===== src/fpec_pkg.sv =====
// Shared constants, types and decode helpers for the flash sequencer
package fpec_pkg;

  // Command byte values
  localparam logic [7:0] CMD_KEY1 = 8'h73;
  localparam logic [7:0] CMD_KEY2 = 8'h8C;
  localparam logic [7:0] CMD_PAGE_ERASE = 8'h95;
  localparam logic [7:0] CMD_MASS_ERASE = 8'h63;
  localparam logic [7:0] CMD_BP_SELECT = 8'h5E;

  // Status field codes
  localparam logic [2:0] ST_LOCKED = 3'h0;
  localparam logic [2:0] ST_KEY1 = 3'h1;
  localparam logic [2:0] ST_KEY2 = 3'h2;
  localparam logic [2:0] ST_UNLOCKED = 3'h3;
  localparam logic [2:0] ST_BP_SEL = 3'h4;
  localparam logic [2:0] ST_PROG = 3'h5;
  localparam logic [2:0] ST_PERASE = 3'h6;
  localparam logic [2:0] ST_MERASE = 3'h7;

  // Field layout of page select and block protect
  localparam int PAGE_W = 7;
  localparam int INFO_BIT = 7;
  localparam int BP_EN_BIT = 7;
  localparam int ADDR_PAGE_LSB = 9;
  localparam logic [7:0] PAGE_SEL_RESET = 8'h00;
  localparam logic [7:0] BLOCK_PROT_RESET = 8'h00;
  localparam logic [7:0] ERASED_BYTE = 8'hFF;

  // Operation times and derived cycle counts at 40 MHz
  localparam int CLK_PERIOD_NS = 25;
  localparam int PROG_TIME_NS = 40000;
  localparam int PAGE_ERASE_TIME_NS = 10000000;
  localparam int MASS_ERASE_TIME_NS = 20000000;
  localparam int PROG_CYC = (PROG_TIME_NS + CLK_PERIOD_NS - 1) / CLK_PERIOD_NS;
  localparam int PAGE_ERASE_CYC =
    (PAGE_ERASE_TIME_NS + CLK_PERIOD_NS - 1) / CLK_PERIOD_NS;
  localparam int MASS_ERASE_CYC =
    (MASS_ERASE_TIME_NS + CLK_PERIOD_NS - 1) / CLK_PERIOD_NS;
  localparam int TIMER_W = 20;

  typedef enum logic [2:0] {
    FPEC_LOCKED, FPEC_KEY1, FPEC_KEY2, FPEC_UNLOCKED,
    FPEC_BP_SEL, FPEC_PROG, FPEC_PERASE, FPEC_MERASE
  } fpec_state_t;

  // Page lies below the first unprotected page while protection is on
  function automatic logic page_protected(input logic [7:0] page,
                                          input logic [7:0] bp);
    return bp[BP_EN_BIT] && (page[PAGE_W-1:0] < bp[PAGE_W-1:0]);
  endfunction

  // Visible status code of a state
  function automatic logic [2:0] status_code(input fpec_state_t st);
    unique case (st)
      FPEC_LOCKED: return ST_LOCKED;
      FPEC_KEY1: return ST_KEY1;
      FPEC_KEY2: return ST_KEY2;
      FPEC_UNLOCKED: return ST_UNLOCKED;
      FPEC_BP_SEL: return ST_BP_SEL;
      FPEC_PROG: return ST_PROG;
      FPEC_PERASE: return ST_PERASE;
      FPEC_MERASE: return ST_MERASE;
    endcase
  endfunction

endpackage


===== src/fpec_flash_ctrl.sv =====
// Flash program and erase sequencer with lock, keys and protection
`timescale 1ns/1ps
module fpec_flash_ctrl #(
  parameter int PAGE_ERASE_CYCLES = fpec_pkg::PAGE_ERASE_CYC,
  parameter int MASS_ERASE_CYCLES = fpec_pkg::MASS_ERASE_CYC
) (
  input wire logic clk_i,
  input wire logic rst_n_i,
  input wire logic cmd_wr_i,
  input wire logic ps_wr_i,
  input wire logic [7:0] wr_data_i,
  input wire logic dbg_i,
  input wire logic write_protect_option_i,
  input wire logic program_width_select_i,
  input wire logic mem_wr_i,
  input wire logic [15:0] mem_addr_i,
  input wire logic [7:0] mem_wdata_i,
  input wire logic [15:0] flash_word_i,
  output logic [2:0] controller_state_field_o,
  output logic [7:0] page_select_rdata_o,
  output logic core_stall_o,
  output logic fl_prog_o,
  output logic fl_page_erase_o,
  output logic fl_mass_erase_o,
  output logic fl_info_o,
  output logic [15:0] fl_addr_o,
  output logic [15:0] fl_data_o,
  output logic [1:0] fl_byte_en_o,
  output logic refused_o
);
  typedef struct packed {
    fpec_pkg::fpec_state_t st;
    logic [7:0] page;
    logic [7:0] ps_rd;
    logic hold_vld;
    logic [7:0] hold_byte;
    logic [2:0] status;
    logic stall;
    logic prog;
    logic perase;
    logic merase;
    logic info;
    logic [15:0] addr;
    logic [15:0] data;
    logic [1:0] ben;
    logic refused;
  } fpec_ctrl_t;

  fpec_ctrl_t cur_reg;
  fpec_ctrl_t cur_next;
  logic [7:0] bp_val;
  logic bp_wr;
  logic op_done;
  logic tmr_load;
  logic [fpec_pkg::TIMER_W-1:0] tmr_cycles;
  logic page_prot;
  logic page_hit;
  logic user_ok;

  // Protection decode against the active page
  assign page_prot = fpec_pkg::page_protected(cur_reg.page, bp_val);
  assign page_hit = mem_addr_i[15:fpec_pkg::ADDR_PAGE_LSB] ==
                    cur_reg.page[fpec_pkg::PAGE_W-1:0];
  assign user_ok = write_protect_option_i && !page_prot;

  // Page select address goes to block protect while redirected
  assign bp_wr = ps_wr_i && (cur_reg.st == fpec_pkg::FPEC_BP_SEL);

  fpec_block_prot u_bprot (
    .clk_i(clk_i),
    .rst_n_i(rst_n_i),
    .wr_i(bp_wr),
    .data_i(wr_data_i),
    .bp_o(bp_val)
  );

  // Timer is loaded on entry to any busy state
  always_comb begin
    tmr_load = 1'b0;
    tmr_cycles = '0;
    if (cur_reg.st != fpec_pkg::FPEC_PROG &&
        cur_next.st == fpec_pkg::FPEC_PROG) begin
      tmr_load = 1'b1;
      tmr_cycles = fpec_pkg::TIMER_W'(fpec_pkg::PROG_CYC);
    end else if (cur_reg.st != fpec_pkg::FPEC_PERASE &&
                 cur_next.st == fpec_pkg::FPEC_PERASE) begin
      tmr_load = 1'b1;
      tmr_cycles = fpec_pkg::TIMER_W'(PAGE_ERASE_CYCLES);
    end else if (cur_reg.st != fpec_pkg::FPEC_MERASE &&
                 cur_next.st == fpec_pkg::FPEC_MERASE) begin
      tmr_load = 1'b1;
      tmr_cycles = fpec_pkg::TIMER_W'(MASS_ERASE_CYCLES);
    end
  end

  fpec_op_timer #(
    .W(fpec_pkg::TIMER_W)
  ) u_timer (
    .clk_i(clk_i),
    .rst_n_i(rst_n_i),
    .load_i(tmr_load),
    .cycles_i(tmr_cycles),
    .done_o(op_done)
  );

  // Sequencer: keys, page check, programming and erase
  always_comb begin
    cur_next = cur_reg;
    cur_next.prog = 1'b0;
    cur_next.perase = 1'b0;
    cur_next.merase = 1'b0;
    cur_next.refused = 1'b0;
    unique case (cur_reg.st)
      fpec_pkg::FPEC_LOCKED: begin
        if (cmd_wr_i) begin
          if (wr_data_i == fpec_pkg::CMD_KEY1) begin
            cur_next.st = fpec_pkg::FPEC_KEY1;
          end else if (wr_data_i == fpec_pkg::CMD_BP_SELECT) begin
            cur_next.st = fpec_pkg::FPEC_BP_SEL;
          end
        end else if (ps_wr_i) begin
          cur_next.page = wr_data_i;
        end
      end
      fpec_pkg::FPEC_KEY1: begin
        if (cmd_wr_i && wr_data_i == fpec_pkg::CMD_KEY2) begin
          cur_next.st = fpec_pkg::FPEC_KEY2;
        end else if (cmd_wr_i || ps_wr_i) begin
          cur_next.st = fpec_pkg::FPEC_LOCKED;
        end
      end
      fpec_pkg::FPEC_KEY2: begin
        if (ps_wr_i) begin
          // Second page write must repeat the first
          if (wr_data_i == cur_reg.page) begin
            cur_next.st = fpec_pkg::FPEC_UNLOCKED;
            cur_next.hold_vld = 1'b0;
          end else begin
            cur_next.st = fpec_pkg::FPEC_LOCKED;
            cur_next.page = wr_data_i;
          end
        end else if (cmd_wr_i) begin
          cur_next.st = fpec_pkg::FPEC_LOCKED;
        end
      end
      fpec_pkg::FPEC_UNLOCKED: begin
        if (cmd_wr_i) begin
          if (wr_data_i == fpec_pkg::CMD_PAGE_ERASE && user_ok) begin
            cur_next.st = fpec_pkg::FPEC_PERASE;
            cur_next.perase = 1'b1;
            cur_next.info = cur_reg.page[fpec_pkg::INFO_BIT];
            cur_next.addr = {cur_reg.page[fpec_pkg::PAGE_W-1:0],
                             9'h000};
          end else if (wr_data_i == fpec_pkg::CMD_MASS_ERASE && dbg_i) begin
            cur_next.st = fpec_pkg::FPEC_MERASE;
            cur_next.merase = 1'b1;
            cur_next.info = 1'b0;
            cur_next.addr = 16'h0000;
          end else begin
            // Refused erase or any other value closes the page
            cur_next.st = fpec_pkg::FPEC_LOCKED;
            cur_next.refused = (wr_data_i == fpec_pkg::CMD_PAGE_ERASE) ||
                               (wr_data_i == fpec_pkg::CMD_MASS_ERASE);
          end
        end else if (mem_wr_i) begin
          if (!user_ok || !page_hit) begin
            cur_next.refused = 1'b1;
          end else if (program_width_select_i && !mem_addr_i[0]) begin
            // Even byte waits for its odd partner
            cur_next.hold_vld = 1'b1;
            cur_next.hold_byte = mem_wdata_i;
          end else begin
            cur_next.st = fpec_pkg::FPEC_PROG;
            cur_next.prog = 1'b1;
            cur_next.info = cur_reg.page[fpec_pkg::INFO_BIT];
            cur_next.addr = {mem_addr_i[15:1], 1'b0};
            // Unwritten lane keeps erased value; AND keeps zeros
            if (program_width_select_i && cur_reg.hold_vld) begin
              cur_next.ben = 2'b11;
              cur_next.data = {mem_wdata_i, cur_reg.hold_byte} &
                              flash_word_i;
              cur_next.hold_vld = 1'b0;
            end else if (mem_addr_i[0]) begin
              cur_next.ben = 2'b10;
              cur_next.data = {mem_wdata_i & flash_word_i[15:8],
                               fpec_pkg::ERASED_BYTE};
            end else begin
              cur_next.ben = 2'b01;
              cur_next.data = {fpec_pkg::ERASED_BYTE,
                               mem_wdata_i & flash_word_i[7:0]};
            end
          end
        end
      end
      fpec_pkg::FPEC_BP_SEL: begin
        if (cmd_wr_i) begin
          cur_next.st = fpec_pkg::FPEC_LOCKED;
        end
      end
      fpec_pkg::FPEC_PROG: begin
        if (op_done) begin
          cur_next.st = fpec_pkg::FPEC_UNLOCKED;
        end
      end
      fpec_pkg::FPEC_PERASE: begin
        if (op_done) begin
          cur_next.st = fpec_pkg::FPEC_LOCKED;
        end
      end
      fpec_pkg::FPEC_MERASE: begin
        if (op_done) begin
          cur_next.st = fpec_pkg::FPEC_LOCKED;
        end
      end
    endcase
    // Visible status and stall follow the next state
    cur_next.status = fpec_pkg::status_code(cur_next.st);
    cur_next.stall = cur_next.st == fpec_pkg::FPEC_PROG ||
                     cur_next.st == fpec_pkg::FPEC_PERASE ||
                     cur_next.st == fpec_pkg::FPEC_MERASE;
    // Read view lags a block protect write by one cycle
    cur_next.ps_rd = (cur_next.st == fpec_pkg::FPEC_BP_SEL) ?
                     bp_val : cur_next.page;
  end

  // State register; reset always lands in locked
  always_ff @(posedge clk_i or negedge rst_n_i) begin
    if (!rst_n_i) begin
      cur_reg <= '0;
      cur_reg.st <= fpec_pkg::FPEC_LOCKED;
      cur_reg.page <= fpec_pkg::PAGE_SEL_RESET;
      cur_reg.ps_rd <= fpec_pkg::PAGE_SEL_RESET;
      cur_reg.status <= fpec_pkg::ST_LOCKED;
    end else begin
      cur_reg <= cur_next;
    end
  end

  assign controller_state_field_o = cur_reg.status;
  assign page_select_rdata_o = cur_reg.ps_rd;
  assign core_stall_o = cur_reg.stall;
  assign fl_prog_o = cur_reg.prog;
  assign fl_page_erase_o = cur_reg.perase;
  assign fl_mass_erase_o = cur_reg.merase;
  assign fl_info_o = cur_reg.info;
  assign fl_addr_o = cur_reg.addr;
  assign fl_data_o = cur_reg.data;
  assign fl_byte_en_o = cur_reg.ben;
  assign refused_o = cur_reg.refused;
endmodule // fpec_flash_ctrl


===== src/fpec_op_timer.sv =====
// Down counter timing one program or erase operation
`timescale 1ns/1ps
module fpec_op_timer #(
  parameter int W = 20
) (
  input wire logic clk_i,
  input wire logic rst_n_i,
  input wire logic load_i,
  input wire logic [W-1:0] cycles_i,
  output logic done_o
);
  typedef struct packed {
    logic [W-1:0] cnt;
    logic done;
  } fpec_tmr_t;

  fpec_tmr_t cur_reg;
  fpec_tmr_t cur_next;

  // Done pulses on the last counted cycle
  always_comb begin
    cur_next = cur_reg;
    cur_next.done = 1'b0;
    if (load_i) begin
      cur_next.cnt = cycles_i;
    end else if (cur_reg.cnt != '0) begin
      cur_next.cnt = cur_reg.cnt - 1'b1;
      cur_next.done = (cur_reg.cnt == W'(1));
    end
  end

  always_ff @(posedge clk_i or negedge rst_n_i) begin
    if (!rst_n_i) begin
      cur_reg <= '0;
    end else begin
      cur_reg <= cur_next;
    end
  end

  assign done_o = cur_reg.done;
endmodule // fpec_op_timer


===== src/fpec_block_prot.sv =====
// Block protect register, frozen once protection is enabled
`timescale 1ns/1ps
module fpec_block_prot (
  input wire logic clk_i,
  input wire logic rst_n_i,
  input wire logic wr_i,
  input wire logic [7:0] data_i,
  output logic [7:0] bp_o
);
  typedef struct packed {
    logic [7:0] bp;
  } fpec_bp_t;

  fpec_bp_t cur_reg;
  fpec_bp_t cur_next;

  // Only system reset releases an enabled block
  always_comb begin
    cur_next = cur_reg;
    if (wr_i && !cur_reg.bp[fpec_pkg::BP_EN_BIT]) begin
      cur_next.bp = data_i;
    end
  end

  always_ff @(posedge clk_i or negedge rst_n_i) begin
    if (!rst_n_i) begin
      cur_reg.bp <= fpec_pkg::BLOCK_PROT_RESET;
    end else begin
      cur_reg <= cur_next;
    end
  end

  assign bp_o = cur_reg.bp;
endmodule // fpec_block_prot


===== config.mk =====
export PLATFORM = sky130hd
export DESIGN_NAME = fpec_flash_ctrl
export DESIGN_NICKNAME = d
export VERILOG_FILES = /design/src/fpec_pkg.sv /design/src/fpec_flash_ctrl.sv /design/src/fpec_op_timer.sv /design/src/fpec_block_prot.sv
export SDC_FILE = /design/constraint.sdc
export NUM_CORES = 1
export LEC_CHECK = 0
export BUFFER_PORTS_ARGS = -buffer_cell sky130_fd_sc_hd__buf_2
export CAP_MARGIN = 10
export CORE_MARGIN = 5
export CORE_UTILIZATION = 35
export CTS_CLUSTER_SIZE = 30
export DETAILED_ROUTE_END_ITERATION = 10
export PLACE_DENSITY = 0.58
export SLEW_MARGIN = 20
export SYNTH_ARGS = -nofsm -noshare
export SYNTH_HDL_FRONTEND = slang
export SYNTH_SLANG_ARGS = --single-unit

===== constraint.sdc =====
create_clock -name clk_i -period 5 [get_ports clk_i]
set_input_delay 1.25 -clock clk_i [delete_from_list [all_inputs] [get_ports clk_i]]
set_output_delay 1.25 -clock clk_i [all_outputs]
set_load 0.05 [all_outputs]

# Word level (Yosys, flattened, before mapping)
# Memories as Yosys holds them, arrays and structs flattened. A register that Yosys moved wholly into a read port is not among the register bits.
# Index checks and enable logic that the tools add are counted.
word_totals:
  regBits: 97
  input_bits: 56
  wordCells: 152
  output_inout_bits: 51
  mem_count: 1
  mem_bits_ro: 24
memory_table:
  columns: ["memory", "depth", "width", "read_ports", "rd_ports_with_merged_regs", "wr", "line_no", "source"]
  rows:
  - ["(name not given)", 8, 3, 1, 1, 0, "fpec_pkg.sv:55", "unique case (st)"]
classes:
  mux: 62
  magnitude_cmp: 1
  reduce_logical: 33
  eq_ne: 31
  add_sub_neg: 1
  bitwise: 6
ops:
  columns: ["cell", "count"]
  rows:
  - ["two-way mux 20 bit", 4]
  - ["two-way mux 18 bit", 4]
  - ["two-way mux 35 bit", 2]
  - ["two-way mux 8 bit", 6]
  - ["two-way mux 3 bit", 15]
  - ["two-way mux 39 bit", 1]
  - ["two-way mux 36 bit", 1]
  - ["two-way mux 17 bit", 2]
  - ["two-way mux 9 bit", 3]
  - ["== test 3 bit (second input constant)", 8]
  - ["== test 8 x 7 -> 1 bit (second input constant)", 3]
  - ["two-way mux 21 bit", 1]
  - ["one-hot mux 3 bit (7 select lines)", 1]
  - ["== test 20 x 1 -> 1 bit (second input constant)", 1]
  - ["nonzero test 20 bit", 1]
  - ["subtractor 20 x 1 -> 20 bit (second input constant)", 1]
  - ["two-way mux 1 bit", 18]
  - ["bitwise AND 16 bit", 1]
  - ["bitwise AND 8 bit", 2]
  - ["== test 8 bit (second input constant)", 2]
  - ["one-hot mux 8 bit (2 select lines)", 1]
  - ["AND reduction 5 bit", 3]
  - ["inequality test 2 bit (second input constant)", 7]
  - ["logical AND 1 bit", 12]
  - ["other kinds (16)", 34]

# Logic depth before layout (Yosys ltp)
# Gate-level depths: netlist of run 1.
logic_depth:
  ltp_word: 16
  depth_mapped: 11

# Modules after synthesis
# A second synthesis of run 1 with hierarchy kept.
unflattened:
  hier_cells: 551
  hier_area_um2: 5424.0
by_module_without_submodules:
  columns: ["module", "cells_each", "area_per_inst_um2", "n_inst"]
  rows:
  - ["fpec_flash_ctrl", 397, 3814.9, 1]
  - ["fpec_op_timer", 136, 1270.0, 1]
  - ["fpec_block_prot", 18, 339.1, 1]

# Worst setup path before layout of run 1
# OpenSTA, ideal clock, no wires.
synth_path:
  path_kind: "input to register"
  startpoint: "in mem_addr_i[15]"
  endpoint: "reg cur_reg (netlist bit page_select_rdata_o[0])"
  t_arrival_ns: 3.177
  cell_stages: 7
  slack_ns: 1.698
  cell_sequence: "xor2_1 > nor4_1 > or4b_1 > a21oi_1 > o211a_1 > buf_4 > mux2_2"
synth_rtl:
  columns: ["element", "line_no", "source"]
  rows:
  - ["start, declared", "fpec_flash_ctrl.sv:16", "input wire logic [15:0] mem_addr_i,"]
  - ["end signal, assigned", "fpec_flash_ctrl.sv:235", "cur_reg <= cur_next;"]
  - ["end, declared", "fpec_flash_ctrl.sv:49", "fpec_ctrl_t cur_reg;"]

==> flow_summary_export.csv, run 1 <==
group,metric,value,unit
cts,clkSlewWorstSetupHoldPaths,0.07,ns
worst_setup_path,cp.buffers_inverters,2,
layout,final_net_count,649,
cts,worst_skew_pair.late_latency,0.35,ns
cts,cts_root_buffer,"sky130_fd_sc_hd__clkbuf_16",
global_route,overflow,0,
worst_setup_path,critical_path_arrival,4.11,ns
cts,cts_buffers,9,
sta,min_period,3.87,ns
layout,most-common-layout-cells,"sky130_fd_sc_hd__buf_2, sky130_fd_sc_hd__dfrtp_1, sky130_fd_sc_hd__nand2_1",
global_route,antenna_found_initial,2,
worst_setup_path,critical_path.startpoint_type,"input port",
global_route,via_count_of_the_first_global_routing_pass,4107,
yosys,synth_compound_area_frac,0.113,
power,pwr_density_cell,320,nW/µm²
layout,mostFrequentLayoutCell,"sky130_fd_sc_hd__buf_2",
layout,post_layout_nonfiller_instances,772,
cts,ctsLongestPathBuffers,2,
route,drtAntennaViolNets,0,
sta,max-slew-margin-rel,0.294,
route,post_drt_via_cell_ratio,5.03,
status,status,"finished, final reports clean",
worst_setup_path,r2r_setup_slack,1.61,ns
power,switching_share,0.281,
power,leakage_power,2.93,nW
worst_setup_path,worst_path_dominant_cell_family,"simple AND/OR/NAND/NOR gates",
power,ir_worst_vdd,0.175,mV
route,routedWlPerCell,16.7,µm
cts,cts_hold_buf,0,
power,p_clk_frac,0.377,
yosys,ys_warn_count,0,
route,drt_first_iter_violations,191,
layout,antenna-diode-count,0,
yosys,netlist-cell-type-count,57,
floorplan,initial_utilization,0.358,
power,combinational_group_share_of_total_power,0.143,
worst_setup_path,critPathCaptureType,"register",
cts,ctsResizeCount,0,
global_route,grt_use_total,0.152,
yosys,synthAdderAreaFrac,0.0216,
yosys,dominant_combinational_cell_family_by_area_after_synthesis,"simple AND/OR/NAND/NOR gates",
worst_setup_path,worst-endpoint-required,5.24,ns
cts,clock_sink_count,96,
layout,area_delta_synth_final,13.1,%
global_route,grt_first_pass_wirelength,21400,µm
floorplan,floorplan.core_area,14500,µm²
cts,cts_tree,"done",
floorplan,die_width,132,µm
layout,finalCoreUtilization,0.405,
sta,period_share,0.774,
yosys,postSynth.asyncResetShare,1.00,
yosys,synth_xor_area_frac,0.0539,
route,vias,3881,
sta,finalHoldViolCount,0,
hold_path,whs_endpoint,"fl_addr_o[7]$_DFFE_PN0P_",
power,net-switching-power,528,µW
global_route,grt_start_max_net_pins,60,
yosys,synth.avg_cell_area,9.87,µm²
placed_design,globalplace.congestion,0.854,
worst_setup_path,reg2reg_from,"cur_reg[60]$_DFF_PN0_",
power,power.sequential.fraction,0.481,
worst_setup_path,path_max_fanout,19,
worst_setup_path,cp_slowest_stage_delay,0.71,ns
worst_setup_path,regToRegEndpoint,"page_select_rdata_o[1]$_DFF_PN0_",
yosys,synthesis.nets,592,
sta,setup_violations,0,
worst_setup_path,worst-path-stages,9,
flow_run,cap_viol_max_count,0,
hold_path,worst_hold_path.num_cells,2,
yosys,synth.yosys.seq_area_share,0.462,
floorplan,design.die.area,17400,µm²
hold_path,hp-start,"fl_addr_o[7]$_DFFE_PN0P_",
yosys,synth-simple-area-share,0.158,
sta,worst_pin_slew,1.05,ns
sta,timing.fmax,0.258,GHz
route,route.final.wire_length,12900,µm
yosys,ys.flop_type,"sky130_fd_sc_hd__dfrtp_1",
placed_design,io_buffers,105,
worst_setup_path,critical_path.slowest_cell,"sky130_fd_sc_hd__nor4bb_1",
floorplan,row_count,44,
sta,fin_tns_setup,0,ns
placed_design,detailed_place_hpwl,9420,µm
sta,finalMaxSlewViolations,0,
route,drt_drc_violations_left,0,
layout,n_fill_cell,1469,
sta,rsz0062_at_grt,"no",
cts,h-tree-depth,3,
cts,post-cts-setup-buffers,0,
layout,post_route_cells_drive_above_1_share,0.286,
power,cellInternalPower,1.35,mW
yosys,post_synth_instance_area,5200,µm²
worst_setup_path,criticalPathCategory,"input port to register",
floorplan,die_height,132,µm
yosys,syn_inst,527,
sta,clock_skew,0.0102,ns
yosys,synthMuxAreaShare,0.0907,
placed_design,post-place-cells,757,
hold_path,worstHoldPathType,"register to register",
yosys,number_of_enable_type_register_cells_in_the_synthesized_netlist,0,
yosys,ys_seq_elements,96,
worst_setup_path,reg2regPathDepth,8,
worst_setup_path,timing.critical_path.cells,"buf_2 -> xnor2_1 -> nand4_1 -> nor4_1 -> nor4bb_1 -> o21a_1 -> buf_4 -> o211a_1 -> mux2_2",
route,drt_pre_antenna_iters,4,
floorplan,pin_count,107,
-- cell usage after synthesis (all sizes together), types with 5 or more instances --
| master | number | area share |
|---|---|---|
| mux2 | 33 | 0.071 |
| xnor2 | 21 | 0.035 |
| nand4 | 5 | 0.0060 |
| o21ai | 29 | 0.028 |
| nand2 | 48 | 0.035 |
| or3 | 6 | 0.0082 |
| nand3 | 14 | 0.013 |
| a22oi | 8 | 0.012 |
| nor3 | 10 | 0.011 |
| ha | 9 | 0.022 |
| and3 | 5 | 0.0060 |
| a21oi | 39 | 0.038 |
| nor2 | 38 | 0.027 |
| dfrtp | 96 | 0.46 |
| xor2 | 11 | 0.019 |
| mux2i | 10 | 0.019 |
| clkbuf | 11 | 0.0079 |
| nor4 | 10 | 0.016 |
| nand2b | 5 | 0.0060 |
| buf | 53 | 0.075 |
| inv | 24 | 0.017 |
-- worst max-delay path by stage --
| stage | startpoint | to | slack (ns) |
|---|---|---|---|
| 2_1_floorplan | mem_addr_i[15] | page_select_rdata_o[0]$_DFF_PN0_ | 1.70 |
| 3_3_place_gp | mem_addr_i[10] | page_select_rdata_o[0]$_DFF_PN0_ | 1.01 |
| 3_5_place_dp | mem_addr_i[12] | page_select_rdata_o[0]$_DFF_PN0_ | 0.92 |
| 4_1_cts | mem_addr_i[12] | page_select_rdata_o[0]$_DFF_PN0_ | 1.28 |
| 5_1_grt | mem_addr_i[12] | page_select_rdata_o[1]$_DFF_PN0_ | 0.94 |
| 6_report | mem_addr_i[12] | page_select_rdata_o[1]$_DFF_PN0_ | 1.13 |
-- metal layers --
layer | part of all wire | vias up | track usage
li1 | - | 1891 | -
met1 | 0.46 | 1875 | 0.200
met4 | 0.018 | 4 | 0.0526
met3 | 0.052 | 19 | 0.0408
met2 | 0.47 | 92 | 0.243
met5 | 0.0011 | - | 0
-- final cells by class --
cell class / instances / area (µm²) / share of cell area
multi-input cells: 343 / 2300 / 0.391
clock buffers: 11 / 243 / 0.0413
well taps: 184 / 230 / 0.0391
clock inverters: 4 / 53.8 / 0.00914
flip-flops and latches: 96 / 2400 / 0.408
repair buffers: 110 / 566 / 0.0961
inverters: 24 / 90.1 / 0.0153
-- metrics by stage --
stage          total power [mW]  hold slack [ns]  worst slack (ns)  cell area [µm²]
2_1_floorplan              1.10            0.440              1.70             5200
3_3_place_gp               1.18            0.444              1.01             5580
3_5_place_dp               1.19            0.451             0.916             5580
4_1_cts                    1.91            0.467              1.28             5880
5_1_grt                    1.99            0.497             0.937             5880
6_report                   1.88            0.463              1.13             5880
-- cell families (layout without fill, tap and decap cells) --
family                     Yosys count  count (layout)
DFF                                 96              96
other                                1               1
buffers and inverters               88             149
AOI/OAI and AO/OA                   98              98
xor gates and xnor gates            32              32
adders and majority gates            9               9
muxes                               43              43
and+or+nand+nor                    160             160
-- power by group through the flow --
stage                     Sequential (mW)  Combinational [mW]  Clock (mW)
after detailed placement            0.919               0.269           0
after global routing                0.916               0.302       0.770
after global placement              0.915               0.265           0
final                               0.904               0.269       0.709
after floorplan                     0.898               0.200           0
after CTS                           0.905               0.272       0.732
-- worst register-to-register path, stage by stage, from the launching register on --
cell and delay [ns]:
sky130_fd_sc_hd__dfrtp_1 0.47, sky130_fd_sc_hd__xnor2_1 0.22, sky130_fd_sc_hd__nand4_1 0.12, sky130_fd_sc_hd__nor4_1 0.47
sky130_fd_sc_hd__nor4bb_1 0.71, sky130_fd_sc_hd__o21a_1 0.18, sky130_fd_sc_hd__buf_4 0.24, sky130_fd_sc_hd__o211a_1 0.47
sky130_fd_sc_hd__mux2_2 0.39
Power figures use the tool's default switching activity.
==> run 2, diff against run 1 <==
--- a/config.mk
+++ b/config.mk
@@ -11,7 +11,7 @@
 export CORE_UTILIZATION = 35
 export CTS_CLUSTER_SIZE = 30
 export DETAILED_ROUTE_END_ITERATION = 10
-export PLACE_DENSITY = 0.58
+export PLACE_DENSITY = 0.6
 export SLEW_MARGIN = 20
 export SYNTH_ARGS = -nofsm -noshare
 export SYNTH_HDL_FRONTEND = slang
==> constraint.sdc (replaced) <==
create_clock -name clk_i -period 3.3 [get_ports clk_i]
set_input_delay 0.825 -clock clk_i [delete_from_list [all_inputs] [get_ports clk_i]]
set_output_delay 0.825 -clock clk_i [all_outputs]
set_load 0.05 [all_outputs]
==> flow_summary_export.csv, run 2 (synthesis results as in run 1) <==
group,metric,value,unit
sta,fin_tns_setup,0,ns
power,cellInternalPower,1.97,mW
worst_setup_path,crit_end,"page_select_rdata_o[7]$_DFF_PN0_",
power,net-switching-power,813,µW
global_route,via_count_of_the_first_global_routing_pass,4078,
floorplan,die_height,132,µm
global_route,grt_start_max_net_pins,57,
power,pwr_density_cell,464,nW/µm²
power,switching_share,0.293,
route,vias,4005,
cts,ctsResizeCount,0,
cts,post-cts-setup-buffers,0,
worst_setup_path,path_max_fanout,8,
flow_run,cap_viol_max_count,0,
layout,final_net_count,662,
worst_setup_path,critical_path_arrival,3.13,ns
route,drt_first_iter_violations,217,
floorplan,floorplan.core_area,14500,µm²
cts,clock_sink_count,96,
floorplan,die_width,132,µm
worst_setup_path,worst-endpoint-required,3.54,ns
worst_setup_path,timing.critical_path.cells,"ha_1 -> nand2_1 -> o21ai_0 -> a211oi_2 -> or4b_1 -> a21oi_1 -> o211a_1 -> buf_12 -> mux2_2",
cts,cts_root_buffer,"sky130_fd_sc_hd__clkbuf_16",
power,combinational_group_share_of_total_power,0.153,
route,route.final.wire_length,12800,µm
cts,clkSlewWorstSetupHoldPaths,0.07,ns
worst_setup_path,critPathCaptureType,"register",
layout,finalCoreUtilization,0.412,
layout,mostFrequentLayoutCell,"sky130_fd_sc_hd__buf_2",
sta,hold_ws,0.436,ns
floorplan,pin_count,107,
status,status,"finished, final reports clean",
route,drtAntennaViolNets,0,
worst_setup_path,cp_slowest_stage_delay,0.57,ns
layout,area_delta_synth_final,15.1,%
sta,setup_violations,0,
layout,antenna-diode-count,0,
worst_setup_path,r2r_setup_slack,0.41,ns
cts,cts_buffers,9,
layout,post_route_cells_drive_above_1_share,0.302,
sta,worst_pin_slew,0.841,ns
worst_setup_path,criticalPathCategory,"register to register",
worst_setup_path,regToRegEndpoint,"page_select_rdata_o[7]$_DFF_PN0_",
power,power.sequential.fraction,0.491,
sta,finalMaxSlewViolations,0,
route,drt_drc_violations_left,0,
global_route,overflow,0,
sta,finalHoldViolCount,0,
power,ir_worst_vdd,0.262,mV
power,p_clk_frac,0.357,
worst_setup_path,reg2reg_from,"cur_reg[61]$_DFF_PN0_",
sta,timing.fmax,0.346,GHz
worst_setup_path,critical_path.startpoint_type,"register",
layout,area_occupied_by_multi_input_gates,2290,µm²
layout,area.sequential,2400,µm²
cts,h-tree-depth,3,
cts,ctsLongestPathBuffers,2,
global_route,antenna_found_initial,3,
layout,n_fill_cell,1451,
route,drt_pre_antenna_iters,4,
sta,rsz0062_at_grt,"no",
placed_design,detailed_place_hpwl,9660,µm
sta,min_period,2.89,ns
route,post_drt_via_cell_ratio,5.10,
worst_setup_path,critical_path.slowest_cell,"sky130_fd_sc_hd__or4b_1",
worst_setup_path,reg2regPathDepth,9,
placed_design,globalplace.congestion,0.951,
floorplan,row_count,44,
floorplan,initial_utilization,0.358,
power,leakage_power,3.00,nW
floorplan,design.die.area,17400,µm²
sta,clock_skew,0.00964,ns
sta,max-slew-margin-rel,0.440,
worst_setup_path,worst_setup_path_startpoint,"cur_reg[61]$_DFF_PN0_",
cts,cts_tree,"done",
power,report.power.total,2.78,mW
route,routedWlPerCell,16.3,µm
placed_design,io_buffers,105,
global_route,grt_first_pass_wirelength,21500,µm
sta,period_share,0.876,
layout,most-common-layout-cells,"sky130_fd_sc_hd__buf_2, sky130_fd_sc_hd__dfrtp_1, sky130_fd_sc_hd__nand2_1",
hold_path,worstHoldPathType,"input port to asynchronous set/reset pin",
cts,worst_skew_pair.late_latency,0.36,ns
global_route,grt_use_total,0.151,
placed_design,pre_cts_ws,0.228,ns
sta,timing.final.ws_setup,0.408,ns
cts,cts_hold_buf,0,
-- run 2: through the flow --
| stage | cell area (µm²) | instances |
|---|---|---|
| floorplan | 5200 | 527 |
| global placement | 5720 | 770 |
| detailed placement | 5720 | 770 |
| CTS | 5990 | 786 |
| global route | 5990 | 786 |
| finish | 5990 | 786 |
-- run 2: worst max-delay path: cells and delay by family (launching register included) --
kind / cells / cell delay, ns
buffers and inverters: 1 / 0.14
and+or+nand+nor: 2 / 0.61
DFF: 1 / 0.46
AOI/OAI and AO/OA: 4 / 0.92
muxes: 1 / 0.33
adders and majority gates: 1 / 0.31
-- run 2: final cells by class --
| class | count | share of cell area |
|---|---|---|
| clock inverters | 6 | 0.00731 |
| multi-input cells | 343 | 0.383 |
| inverters | 24 | 0.0150 |
| repair buffers | 123 | 0.117 |
| clock buffers | 10 | 0.0382 |
| well taps | 184 | 0.0384 |
| flip-flops and latches | 96 | 0.401 |
-- run 2: how the worst min path moves through the flow --
stage                        startpoint                          endpoint  slack, ns  depth (start not counted)
6_report                        rst_n_i  page_select_rdata_o[6]$_DFF_PN0_       0.44                          1
3_3_place_gp   fl_addr_o[3]$_DFFE_PN0P_          fl_addr_o[3]$_DFFE_PN0P_       0.44                          2
4_1_cts                         rst_n_i  page_select_rdata_o[6]$_DFF_PN0_       0.46                          1
3_5_place_dp   fl_addr_o[6]$_DFFE_PN0P_          fl_addr_o[6]$_DFFE_PN0P_       0.45                          2
2_1_floorplan  fl_addr_o[1]$_DFFE_PN0P_          fl_addr_o[1]$_DFFE_PN0P_       0.44                          2
5_1_grt                         rst_n_i             cur_reg[62]$_DFF_PN0_       0.49                          1
-- run 2: per-layer routing --
layer  up-vias  share of wire  routed length (µm)  global-route usage
met4         6          0.019                 239              0.0451
met3        23          0.064                 817              0.0523
met2        99           0.46                5870               0.234
met5         -         0.0030                  39                   0
met1      1957           0.46                5860               0.200
li1       1920              -                   -                   -
-- run 2: power groups by stage --
stage,Clock [mW],Sequential [mW],Combinational (mW)
after floorplan,0,1.36,0.303
after global placement,0,1.38,0.414
after detailed placement,0,1.38,0.427
after CTS,1.03,1.36,0.428
after global routing,1.07,1.38,0.475
final,0.991,1.36,0.425
